$ cat config.mk
export PLATFORM = sky130hd
export DESIGN_NAME = ppmc_top
export DESIGN_NICKNAME = d
export VERILOG_FILES = /design/src/core/ppmc_pkg.sv /design/src/core/ppmc_cfg_if.sv /design/src/core/ppmc_cfg_decode.sv /design/src/core/ppmc_top.sv
export SDC_FILE = /design/constraint.sdc
export NUM_CORES = 1
export LEC_CHECK = 0
export ABC_CLOCK_PERIOD_IN_PS = 1820
export BUFFER_PORTS_ARGS = -buffer_cell sky130_fd_sc_hd__buf_2
export CORE_ASPECT_RATIO = 0.75
export CORE_MARGIN = 2
export CORE_UTILIZATION = 26
export DETAILED_ROUTE_END_ITERATION = 10
export PLACE_DENSITY = 0.53
export SYNTH_ARGS = -nofsm -noshare
export SYNTH_HDL_FRONTEND = slang
export SYNTH_SLANG_ARGS = --single-unit
$ cat constraint.sdc
create_clock -name clk_sys_i -period 1.82 [get_ports clk_sys_i]
set_input_delay 0.182 -clock clk_sys_i [delete_from_list [all_inputs] [get_ports clk_sys_i]]
set_output_delay 0.182 -clock clk_sys_i [all_outputs]
set_load 0.02 [all_outputs]
$ cat src/core/ppmc_pkg.sv
// Constants, field layout and types of the parallel port mode configuration block
package ppmc_pkg;

  // ****************************************************************
  // Port widths
  // ****************************************************************
  localparam int PORT_W = 8;
  localparam int HALF_W = 4;

  // ****************************************************************
  // Register offsets on the external bus (low address bits)
  // ****************************************************************
  localparam logic [1:0] OFS_FIRST_PORT = 2'h0;
  localparam logic [1:0] OFS_SECOND_PORT = 2'h1;
  localparam logic [1:0] OFS_THIRD_PORT = 2'h2;
  localparam logic [1:0] OFS_CONFIG = 2'h3;

  // ****************************************************************
  // Configuration word fields
  // ****************************************************************
  localparam int BIT_MODE_DEFINE = 7;
  localparam int BIT_FIRST_MODE_UPPER = 6;
  localparam int BIT_FIRST_MODE_LOWER = 5;
  localparam int BIT_FIRST_DIR = 4;
  localparam int BIT_THIRD_UPPER_DIR = 3;
  localparam int BIT_SECOND_MODE = 2;
  localparam int BIT_SECOND_DIR = 1;
  localparam int BIT_THIRD_LOWER_DIR = 0;

  // ****************************************************************
  // Reset values
  // ****************************************************************
  // Mode define set, mode 0 everywhere, every direction bit input
  localparam logic [7:0] CONFIG_RESET = 8'h9b;
  localparam logic [7:0] LATCH_RESET = 8'h00;

  typedef enum logic [1:0] {PPMC_MODE0, PPMC_MODE1, PPMC_MODE2} ppmc_mode_t;

endpackage : ppmc_pkg

$ cat src/core/ppmc_cfg_if.sv
// Decoded configuration passed from the decoder to the port logic
`timescale 1ns/10ps
interface ppmc_cfg_if;
  ppmc_pkg::ppmc_mode_t first_mode;
  logic second_mode;
  logic first_in;
  logic second_in;
  logic third_upper_in;
  logic third_lower_in;
  modport src (output first_mode, output second_mode, output first_in, output second_in,
               output third_upper_in, output third_lower_in);
  modport dst (input first_mode, input second_mode, input first_in, input second_in,
               input third_upper_in, input third_lower_in);
endinterface : ppmc_cfg_if

$ cat src/core/ppmc_cfg_decode.sv
// Decoder of the 8-bit configuration word into modes and directions
`timescale 1ns/10ps
module ppmc_cfg_decode
(
  // Configuration word
  input wire logic [7:0] cfg_word_i,
  // Decoded fields
  ppmc_cfg_if.src cfg_o
);

  function automatic ppmc_pkg::ppmc_mode_t ppmc_first_mode(input logic upper, input logic lower);
    if (upper)
    begin
      return ppmc_pkg::PPMC_MODE2;
    end
    return lower ? ppmc_pkg::PPMC_MODE1 : ppmc_pkg::PPMC_MODE0;
  endfunction : ppmc_first_mode

  // ****************************************************************
  // Field decode
  // ****************************************************************
  assign cfg_o.first_mode = ppmc_first_mode(cfg_word_i[ppmc_pkg::BIT_FIRST_MODE_UPPER],
                                            cfg_word_i[ppmc_pkg::BIT_FIRST_MODE_LOWER]);
  assign cfg_o.second_mode = cfg_word_i[ppmc_pkg::BIT_SECOND_MODE];
  assign cfg_o.first_in = cfg_word_i[ppmc_pkg::BIT_FIRST_DIR];
  assign cfg_o.second_in = cfg_word_i[ppmc_pkg::BIT_SECOND_DIR];
  assign cfg_o.third_upper_in = cfg_word_i[ppmc_pkg::BIT_THIRD_UPPER_DIR];
  assign cfg_o.third_lower_in = cfg_word_i[ppmc_pkg::BIT_THIRD_LOWER_DIR];

endmodule : ppmc_cfg_decode

$ cat src/core/ppmc_top.sv
// Three-port parallel interface: configuration word, output latches and read-back
// Overview of operation
// - Config word bits, high to low: flag, mode hi, mode lo, A, C-high, M3, B, C-low.
// - A config word acts as mode definition only when its flag bit is 1.
// - First group upper mode bit 1 gives mode 2, lower bit ignored.
// - First port direction bit 1 makes it input, 0 output.
// - Third port upper half direction bit 1 input, 0 output.
// - Second group mode bit 1 gives mode 1, 0 gives mode 0.
// - Second port direction bit 1 makes it input, 0 output.
// - Third port lower half direction bit 1 input, 0 output.
// - Reset gives mode 0 and all ports input, nothing driven.
// - Mode 0 latches outputs, reads inputs unlatched (third port only when both groups are in mode 0), no handshake lines.
`timescale 1ns/10ps
module ppmc_top
#(
  parameter int PORT_W = ppmc_pkg::PORT_W
)
(
  // Clock and reset
  input wire logic clk_sys_i,
  input wire logic reset_n_i,
  // Processor bus
  input wire logic bus_cs_i,
  input wire logic bus_wr_i,
  input wire logic bus_rd_i,
  input wire logic [1:0] bus_addr_i,
  input wire logic [7:0] bus_wdata_i,
  output logic [7:0] bus_rdata_o,
  // First port
  input wire logic [PORT_W-1:0] first_port_value_i,
  output logic [PORT_W-1:0] first_port_value_o,
  output logic [PORT_W-1:0] first_port_oe_o,
  // Second port
  input wire logic [PORT_W-1:0] second_port_value_i,
  output logic [PORT_W-1:0] second_port_value_o,
  output logic [PORT_W-1:0] second_port_oe_o,
  // Third port
  input wire logic [PORT_W-1:0] third_port_value_i,
  output logic [PORT_W-1:0] third_port_value_o,
  output logic [PORT_W-1:0] third_port_oe_o,
  // Mode status
  output ppmc_pkg::ppmc_mode_t first_group_mode_o,
  output logic second_group_mode_o
);

  localparam int H = ppmc_pkg::HALF_W;

  typedef struct packed {
    logic [7:0] cfg;
    logic [PORT_W-1:0] out_a;
    logic [PORT_W-1:0] out_b;
    logic [PORT_W-1:0] out_c;
    logic [PORT_W-1:0] oe_a;
    logic [PORT_W-1:0] oe_b;
    logic [PORT_W-1:0] oe_c;
    logic [PORT_W-1:0] in_a;
    logic [PORT_W-1:0] in_b;
    logic [PORT_W-1:0] in_c;
    logic [7:0] rdata;
    ppmc_pkg::ppmc_mode_t mode_a;
    logic mode_b;
  } ppmc_state_t;

  ppmc_state_t st;
  ppmc_state_t next_st;
  logic cfg_write;
  logic [7:0] cfg_candidate;

  ppmc_cfg_if dec_if ();

  // Read mux per line: driven lines read back their latch, the rest the input value passed in (pins or captured input)
  function automatic logic [PORT_W-1:0] ppmc_read_lane(input logic [PORT_W-1:0] oe,
                                                       input logic [PORT_W-1:0] outv,
                                                       input logic [PORT_W-1:0] inv);
    return (oe & outv) | (~oe & inv);
  endfunction : ppmc_read_lane

  // ****************************************************************
  // Configuration decode
  // ****************************************************************
  // Decoding the word being written, not the stored one, lets the new
  // directions land on the same edge as the word itself
  assign cfg_write = bus_cs_i && bus_wr_i && (bus_addr_i == ppmc_pkg::OFS_CONFIG) &&
                     bus_wdata_i[ppmc_pkg::BIT_MODE_DEFINE];
  assign cfg_candidate = cfg_write ? bus_wdata_i : st.cfg;

  ppmc_cfg_decode u_decode
  (
    .cfg_word_i(cfg_candidate),
    .cfg_o(dec_if.src)
  );

  // ****************************************************************
  // Next state
  // ****************************************************************
  always_comb
  begin
    next_st = st;
    // Capture for modes 1 and 2; mode 0 reads bypass this register, the third port only with both groups in mode 0
    next_st.in_a = first_port_value_i;
    next_st.in_b = second_port_value_i;
    next_st.in_c = third_port_value_i;
    // Directions and modes all follow one decode, so they switch together
    next_st.cfg = cfg_candidate;
    next_st.mode_a = dec_if.first_mode;
    next_st.mode_b = dec_if.second_mode;
    next_st.oe_a = {PORT_W{~dec_if.first_in}};
    next_st.oe_b = {PORT_W{~dec_if.second_in}};
    next_st.oe_c = {{(PORT_W-H){~dec_if.third_upper_in}}, {H{~dec_if.third_lower_in}}};
    if (cfg_write)
    begin
      // A mode definition starts from cleared output latches
      // Cleared so that a port turned to output never drives a stale value
      next_st.out_a = ppmc_pkg::LATCH_RESET;
      next_st.out_b = ppmc_pkg::LATCH_RESET;
      next_st.out_c = ppmc_pkg::LATCH_RESET;
    end
    else if (bus_cs_i && bus_wr_i)
    begin
      case (bus_addr_i)
        ppmc_pkg::OFS_FIRST_PORT: next_st.out_a = bus_wdata_i;
        ppmc_pkg::OFS_SECOND_PORT: next_st.out_b = bus_wdata_i;
        ppmc_pkg::OFS_THIRD_PORT: next_st.out_c = bus_wdata_i;
        default: next_st.out_a = st.out_a;
      endcase
    end
    if (bus_cs_i && bus_rd_i)
    begin
      case (bus_addr_i)
        ppmc_pkg::OFS_FIRST_PORT:
          next_st.rdata = ppmc_read_lane(st.oe_a, st.out_a,
                            (st.mode_a == ppmc_pkg::PPMC_MODE0) ? first_port_value_i : st.in_a);
        ppmc_pkg::OFS_SECOND_PORT:
          next_st.rdata = ppmc_read_lane(st.oe_b, st.out_b, st.mode_b ? st.in_b : second_port_value_i);
        ppmc_pkg::OFS_THIRD_PORT:
          next_st.rdata = ppmc_read_lane(st.oe_c, st.out_c,
                            (st.mode_a == ppmc_pkg::PPMC_MODE0 && !st.mode_b) ?
                            third_port_value_i : st.in_c);
        default: next_st.rdata = st.cfg;
      endcase
    end
  end

  // ****************************************************************
  // State register
  // ****************************************************************
  always_ff @(posedge clk_sys_i or negedge reset_n_i)
  begin
    if (!reset_n_i)
    begin
      st <= '0;
      st.cfg <= ppmc_pkg::CONFIG_RESET;
      st.mode_a <= ppmc_pkg::PPMC_MODE0;
      st.mode_b <= 1'b0;
    end
    else
    begin
      st <= next_st;
    end
  end

  assign bus_rdata_o = st.rdata;
  assign first_port_value_o = st.out_a;
  assign second_port_value_o = st.out_b;
  assign third_port_value_o = st.out_c;
  assign first_port_oe_o = st.oe_a;
  assign second_port_oe_o = st.oe_b;
  assign third_port_oe_o = st.oe_c;
  assign first_group_mode_o = st.mode_a;
  assign second_group_mode_o = st.mode_b;
endmodule : ppmc_top

# Word-level counts from Yosys, hierarchy flattened
# Index checks and enable logic that the tools add are counted.
dict set report op_classes {
  n_eq_ne 3
  reduce_logical 15
  mux 14
  n_bitwise 16
}
# op n
set op_table {}
lappend op_table {{$and 8x8->8} 6}
lappend op_table {{$mux 24} 2}
lappend op_table {{$mux 8} 6}
lappend op_table {{$not 8->8} 3}
lappend op_table {{$or 8x8->8} 3}
lappend op_table {{$pmux 8 s3} 1}
lappend op_table {{$reduce_bool 2->1} 4}
lappend op_table {{$mux 7} 1}
lappend op_table {{$reduce_and 2->1} 3}
lappend op_table {{$logic_and 1x1->1} 5}
lappend op_table {{$eq 2x2->1 const B} 2}
lappend op_table {{$logic_not 2->1} 2}
lappend op_table {{$mux 2} 2}
lappend op_table {{$not 1->1} 4}
lappend op_table {{$eq 2x1->1 const B} 1}
lappend op_table {{$mux 1} 2}
lappend op_table {{$logic_not 1->1} 1}
dict set report totals {
  inputBits 39
  regBits 74
  out_inout_bits 59
}

# Logic depth before layout (Yosys ltp)
# Gate-level depths: netlist of the first run.
dict set report depth {
  ltp_word 6
  mapped_depth 7
  depth_no_buf 5
}

# Hierarchy
# A second synthesis of the first run with hierarchy kept.
dict set report unflattened {
  cells_unflattened 366
  hier_area_um2 3662.3
}
# mod n_inst cells_each seq_area_each_um2 area_each_um2
set by_module_without_submodules {}
lappend by_module_without_submodules {ppmc_top 1 359 1783.0 3603.5}
lappend by_module_without_submodules {ppmc_cfg_decode 1 7 0.0 58.8}

# Worst setup path before layout of the first run
# No wires, ideal clock.
dict set report synth_timing {
  path_kind {reg2reg}
  start {register, netlist name st[89]}
  end {register st (netlist bit bus_rdata_o[5])}
  stages_incl_launch_ff 7
  slack_ns 0.122
  synth_period_minus_slack_ns 1.698
  arrival_ns 1.577
  required_ns 1.699
  cell_sequence {dfrtp_1 -> or3_1 -> buf_2 -> mux2_4 -> nor3_2 -> o221ai_1 -> a22o_1}
}
# element line_no
set synth_rtl {}
lappend synth_rtl {{end signal: assignment} ppmc_top.sv:158} ;# st <= next_st;
lappend synth_rtl {{end: declaration} ppmc_top.sv:64} ;# ppmc_state_t st;

==> summary.txt, run 1 <==
Layout
  – Fin util: 33.62%
  – N_diodes: 0
  – Layout cells sized above 1: 36.70%
  – Layout Cells excl Fill: 607
  – Fillcell total: 1334
  – Nets: 470
  – Synthesis-to-finish area growth: 25.12%

Floorplan
  – Die Y: 104.8 um
  – Die Area: 0.01450 mm2
  – Row cnt: 36
  – DIE WIDTH: 138.4 um
  – Starting Density: 26.87%
  – Io pins: 98
  – Core area: 0.01311 mm2

Logic synthesis
  – Largest cells by area after synthesis: dfrtp_1 45%, buf_4 13%, nand2_1 6.1%, a21oi_1 4.3%, dfstp_2 3.7%
  – Synth Cell Area: 0.003522 mm2
  – Fraction of synthesized area in multiplexers: 5.329%
  – Async S/R FF share, synth: 100.0%
  – Synth Area in Simple Gates: 15.35%
  – Compound-cell area share of the yosys netlist: 13.78%
  – Post-synth top flop: dfrtp_1
  – Top cell type's share of synthesized area: 45.47%
  – Syn_nets: 401
  – Largest family of logic cells by synthesized area: buffers and inverters
  – Ys Warns: 0
  – Synth Area per Inst: 9.730 um2
  – Post-synth EDFFs: 0
  – Seq/Total Area, Yosys: 49.20%
  – Most common cell in the netlist: dfrtp_1
  – Post-Synthesis Cells: 362
  – Commonest cells in the netlist: 64 x dfrtp_1, 61 x buf_4, 57 x nand2_1
  – Yosys cell types: 34
  – Post-synthesis adder-cell area fraction: 0%
  – Leading area contributor after synthesis: dfrtp_1
  – Synth Register Bits: 69
  – XOR/XNOR Fraction of Synth Area: 0%

Setup path
  – RR Startpoint: st[89]
  – Critical Path RT: 2.04 ns
  – Type of the worst setup path: reg2reg
  – Crit path capture type: flop
  – Worst path arrival time: 1.98 ns
  – Startpoint Class: flop
  – CP startpoint: st[89]
  – CP Max Fanout: 7

STA
  – Layout Skew: 0.008488 ns
  – Final Hold Fails: 0
  – Slew Viols, Final: 0
  – Worst Tran Pin Value: 0.6595 ns
  – Final Cycle Share: 96.61%
  – Hold WS: 0.1216 ns
  – Max_slew headroom: 56.04%
  – Unrepaired setup endpoints after global routing: no
  – Crit path time final: 1.758 ns
  – Final setup vio count: 0
  – Final worst slack: 0.06166 ns
  – Max Fclk: 568.7 MHz

Route
  – Drt drc: 0
  – Post-Route WL: 10.44 mm
  – Vias per cell: 4.557
  – DR iter-0 viols: 178
  – Wire per inst: 17.20 um
  – Routed Antenna Nets: 0
  – Pre-antenna DRT Iters: 4
  – Via count: 2766

Placement
  – Gpl congestion: 0.8390
  – Placed cell count: 566
  – Dpl hpwl: 7.803 mm
  – Port Buffers: 97
  – Pre-CTS WS: -0.1415 ns

CTS
  – TritonCTS clock tree: built
  – TritonCTS Buffers: 9
  – Setup Buffers After CTS: 0
  – Clock tree buffer depth: 2
  – H-Tree Depth: 3
  – Root buf cell: clkbuf_16
  – Clk_lat worst skew: 0.33 ns
  – Clock Pin Slew Worst Setup and Hold Paths: 0.06 ns
  – Clock sinks: 69

Hold path
  – Hold Crit Start: bus_wdata_i[2]
  – Hold Path Class: in2reg

Pwr
  – PD cells: 1212 mW/mm2
  – VDD IR max: 0.0005423 V
  – Leak: 1.990 nW

Global routing
  – Aggregate global-route resource usage: 14.66%
  – First-pass GRT wire length: 16.13 mm
  – Remaining Overflow, GRT: 0
  – Largest net degree at the start of global routing: 70
  – Initial antenna violation count: 0
  – Vias in the first global route: 2784

Job
  – Max cap viols: 0

Outcome
  – Status: complete, no violations
[stage by stage]
| step | instance area, um2 | TNS [ns] | power (mW) |
|---|---|---|---|
| 2_1_floorplan | 3522 | 0 | 3.288 |
| 3_3_place_gp | 3826 | -0.1683 | 3.561 |
| 3_5_place_dp | 3826 | -0.2925 | 3.577 |
| 4_1_cts | 4357 | 0 | 5.356 |
| 5_1_grt | 4407 | 0 | 5.602 |
| 6_report | 4407 | 0 | 5.340 |
[report_power, final]
part | internal, mW | leakage, nW | switching (mW)
Clock | 1.06 | 0.138 | 0.663
Combinational | 0.630 | 1.02 | 0.958
Sequential | 1.77 | 0.836 | 0.257
Total | 3.46 | 1.99 | 1.88
[critical path, stage by stage (launching register included)]
cell and delay, ns:
dfrtp_2 0.46, or3_4 0.42, mux2_4 0.31, nor3_2 0.11
o221ai_1 0.15, a22o_1 0.20
[final cells by class]
class / instances / area [um2] / area share, %
multi-input combinational: 204 / 1246 / 28.28
tap: 171 / 214.0 / 4.855
sequential: 69 / 1734 / 39.35
clock buffer: 10 / 229.0 / 5.196
inverter: 12 / 45.04 / 1.022
timing repair buffer: 135 / 874.6 / 19.85
clock inverter: 6 / 63.81 / 1.448
[kinds of logic after synthesis]
logic type | count (synthesis)
AND/OR/NAND/NOR | 120
buffers and inverters | 89
AO/OA/AOI/OAI | 67
multiplexers | 17
flip-flops | 69
[state kept, by name, indices dropped and copies added (netlist names)]
signal and count:
second_port_oe_o 1, bus_rdata_o 8, first_port_oe_o 1, first_group_mode_o 1
third_port_oe_o 2, first_port_value_o 8, third_port_value_o 8, st 32
second_port_value_o 8
[layout by cell type (no fill, tap or decap), drive strengths merged]
master,count
buf,110
dfrtp,64
nand2,57
a21oi,30
dlygate4sd3,25
nor3,21
nor2,19
inv,12
mux2,11
clkbuf,10
nor2b,9
o221ai,8
o31ai,8
o41ai,7
mux2i,6
a221oi,6
or2,6
dfstp,5
o21ai,5
nand2b,3
clkinv,3
nand3,2
clkinvlp,2
or3,2
nand3b,1
o311ai,1
a22o,1
o22ai,1
bufinv,1
[what timing repair did]
action | 4_1_cts | 5_1_grt
resized for setup | 3 | 5
hold buffers | 22 | 3
pin swaps | 0 | 2
hold endpoints to repair | 85 | 3
endpoints found under the setup margin | 5 | 7
[path summary, 6_finish.rpt]
path	endpoint	depth (start not counted)	slack (ns)
setup / recovery	bus_rdata_o[5]	5	0.06
hold / removal	second_port_value_o[2]	3	0.12
setup reg to reg	bus_rdata_o[5]	5	0.06
hold reg to reg	bus_rdata_o[7]	2	0.48
max in group asynchronous	st[90]	3	1.06
min in group asynchronous	second_port_value_o[2]	3	0.40
[per-layer routing]
| layer | vias to the layer above | share of wire (%) | global-route usage, % |
|---|---|---|---|
| li1 | 1320 | - | - |
| met1 | 1344 | 50 | 20.76 |
| met2 | 87 | 42 | 21.57 |
| met3 | 15 | 6.0 | 4.125 |
| met4 | 0 | 1.4 | 4.738 |
| met5 | - | 0 | 0 |
No activity file was read; power rests on OpenSTA's default activity.
==> inputs of run 2 (changes only) <==
--- a/config.mk
+++ b/config.mk
@@ -5,13 +5,14 @@
 export SDC_FILE = /design/constraint.sdc
 export NUM_CORES = 1
 export LEC_CHECK = 0
-export ABC_CLOCK_PERIOD_IN_PS = 1820
+export ABC_CLOCK_PERIOD_IN_PS = 1700
 export BUFFER_PORTS_ARGS = -buffer_cell sky130_fd_sc_hd__buf_2
 export CORE_ASPECT_RATIO = 0.75
 export CORE_MARGIN = 2
 export CORE_UTILIZATION = 26
 export DETAILED_ROUTE_END_ITERATION = 10
-export PLACE_DENSITY = 0.53
+export HOLD_SLACK_MARGIN = 0.05
+export PLACE_DENSITY = 0.52
 export SYNTH_ARGS = -nofsm -noshare
 export SYNTH_HDL_FRONTEND = slang
 export SYNTH_SLANG_ARGS = --single-unit
==> constraint.sdc (replaced) <==
create_clock -name clk_sys_i -period 1.7 [get_ports clk_sys_i]
set_input_delay 0.17 -clock clk_sys_i [delete_from_list [all_inputs] [get_ports clk_sys_i]]
set_output_delay 0.17 -clock clk_sys_i [all_outputs]
set_load 0.02 [all_outputs]
==> summary.txt, run 2 (same netlist as run 1, synthesis figures left out) <==
Layout
  – Max reg flops: 32
  – Most common cell after layout, fill and taps aside: buf_2
  – Synthesis-to-finish area growth: 32.72%
  – Nets: 493
  – Layout cells sized above 1: 42.48%
  – N_diodes: 0
  – Top reg by flops: st
  – Final instance area: 0.004674 mm2
  – Commonest cells after routing, fill and taps aside: 97 x buf_2, 62 x dfrtp_1, 57 x nand2_1, 31 x buf_4, 30 x a21oi_1

STA
  – Final worst slack: -0.01879 ns
  – Worst Tran Pin Value: 0.5697 ns
  – Slew Viols, Final: 0
  – Max_slew headroom: 61.93%
  – Final Cycle Share: 101.1%
  – Final Hold Fails: 0
  – Layout Skew: 0.006638 ns
  – Hold WS: 0.1093 ns
  – Max Fclk: 581.8 MHz
  – Final setup vio count: 1
  – Crit path time final: 1.719 ns
  – Unrepaired setup endpoints after global routing: yes

Setup path
  – Crit path cell chain: or3_4 > mux2_4 > nor3_4 > o221ai_2 > a22o_1
  – Worst path arrival time: 1.94 ns
  – Type of the worst setup path: reg2reg
  – Largest delay share family, worst path: simple AND/OR/NAND/NOR gates
  – Startpoint Class: flop
  – Buf/Inv on CP: 0
  – Critical path depth: 5
  – Max stage delay on crit path: 0.42 ns
  – Crit path capture type: flop
  – Reg2Reg Depth: 5
  – CP Max Fanout: 4
  – Critical Path RT: 1.92 ns
  – R2R setup slack: -0.02 ns
  – Crit-path slowest cell: dfrtp_2

Pwr
  – VDD IR max: 0.0005372 V
  – Leak: 2.137 nW
  – PD cells: 1295 mW/mm2
  – Final total power: 6.052 mW

Outcome
  – Failing checks: negative setup slack
  – Status: finished with violations

Placement
  – Dpl hpwl: 8.178 mm
  – Port Buffers: 97
  – Placed Area: 0.003964 mm2
  – Gpl congestion: 0.8646
  – Pre-CTS WS: -0.2548 ns

Global routing
  – First-pass GRT wire length: 16.97 mm
  – Remaining Overflow, GRT: 0
  – Largest net degree at the start of global routing: 70
  – Initial antenna violation count: 0
  – Aggregate global-route resource usage: 15.47%
  – Vias in the first global route: 2944

Route
  – DR iter-0 viols: 219
  – Routed Antenna Nets: 0
  – Vias per cell: 4.510
  – Pre-antenna DRT Iters: 4
  – Post-Route WL: 11.01 mm
  – Via count: 2841
  – Drt drc: 0
  – Wire per inst: 17.48 um

Hold path
  – Hold Path Class: in2reg
  – Worst hold stages: 3

Floorplan
  – Core area: 0.01311 mm2
  – DIE WIDTH: 138.4 um
  – Row cnt: 36
  – Starting Density: 26.87%
  – Die Area: 0.01450 mm2
  – Die Y: 104.8 um
  – Io pins: 98

CTS
  – H-Tree Depth: 3
  – Clock sinks: 69
  – Root buf cell: clkbuf_16
  – TritonCTS clock tree: built
  – Clk_lat worst skew: 0.34 ns
  – Clock tree buffer depth: 2
  – TritonCTS Buffers: 9
  – Clock Pin Slew Worst Setup and Hold Paths: 0.06 ns

Job
  – Max cap viols: 0
[run 2: cell types whose count changed in the layout (fill, tap and decap cells not counted), sizes merged]
| cell | before | now |
|---|---|---|
| clkinv | 3 | 2 |
| buf | 110 | 133 |
| clkbuf | 10 | 11 |
[run 2: layout make-up]
type / instances / area, um2
clock buffer: 11 / 252.7
tap: 171 / 214.0
inverter: 12 / 45.04
fill: 1319 / 8433
clock inverter: 5 / 58.81
sequential: 69 / 1735
timing repair buffer: 158 / 1042
multi-input combinational: 204 / 1326
[run 2: final timing paths]
path / startpoint / to
min in group asynchronous: reset_n_i / second_port_value_o[2]
worst max register to register: first_group_mode_o[0] / bus_rdata_o[5]
worst min register to register: bus_rdata_o[0] / bus_rdata_o[0]
worst max-delay path: first_group_mode_o[0] / bus_rdata_o[5]
max in group asynchronous: reset_n_i / st[83]
worst min-delay path: bus_wdata_i[3] / second_port_value_o[3]
[run 2: per-layer routing]
layer,global-route usage (%),vias to the layer above,share of wire [%]
li1,-,1361,-
met1,22.46,1367,48
met2,22.49,109,44
met3,4.950,4,8.1
met4,3.207,0,0.69
met5,0,-,0
[run 2: metrics by stage]
step	util, %	setup TNS, ns	instances
after floorplan	-	0	362
after global placement	30.24	-1.265	586
after detailed placement	30.24	-1.161	586
after CTS	35.02	-0.04216	627
after global routing	35.66	-0.3758	630
final	35.66	-0.01879	630
[run 2: what timing repair did]
item,CTS,global route
setup endpoints to repair,7,8
pin swaps,5,8
setup buffers,0,3
gates resized for setup,10,13
hold endpoints to repair,88,0
hold buffers,25,0
[run 2: worst register-to-register path: stages (launching register included)]
cell      delay, ns
dfrtp_2        0.42
or3_4          0.42
mux2_4         0.33
nor3_4         0.11
o221ai_2       0.13
a22o_1         0.20
[run 2: report_power, final]
part	leakage, nW	internal, mW	total [mW]	switching (mW)
logic	1.15	0.821	1.96	1.13
registers	0.835	1.90	2.17	0.268
clock network	0.148	1.21	1.93	0.713
total	2.14	3.94	6.05	2.12
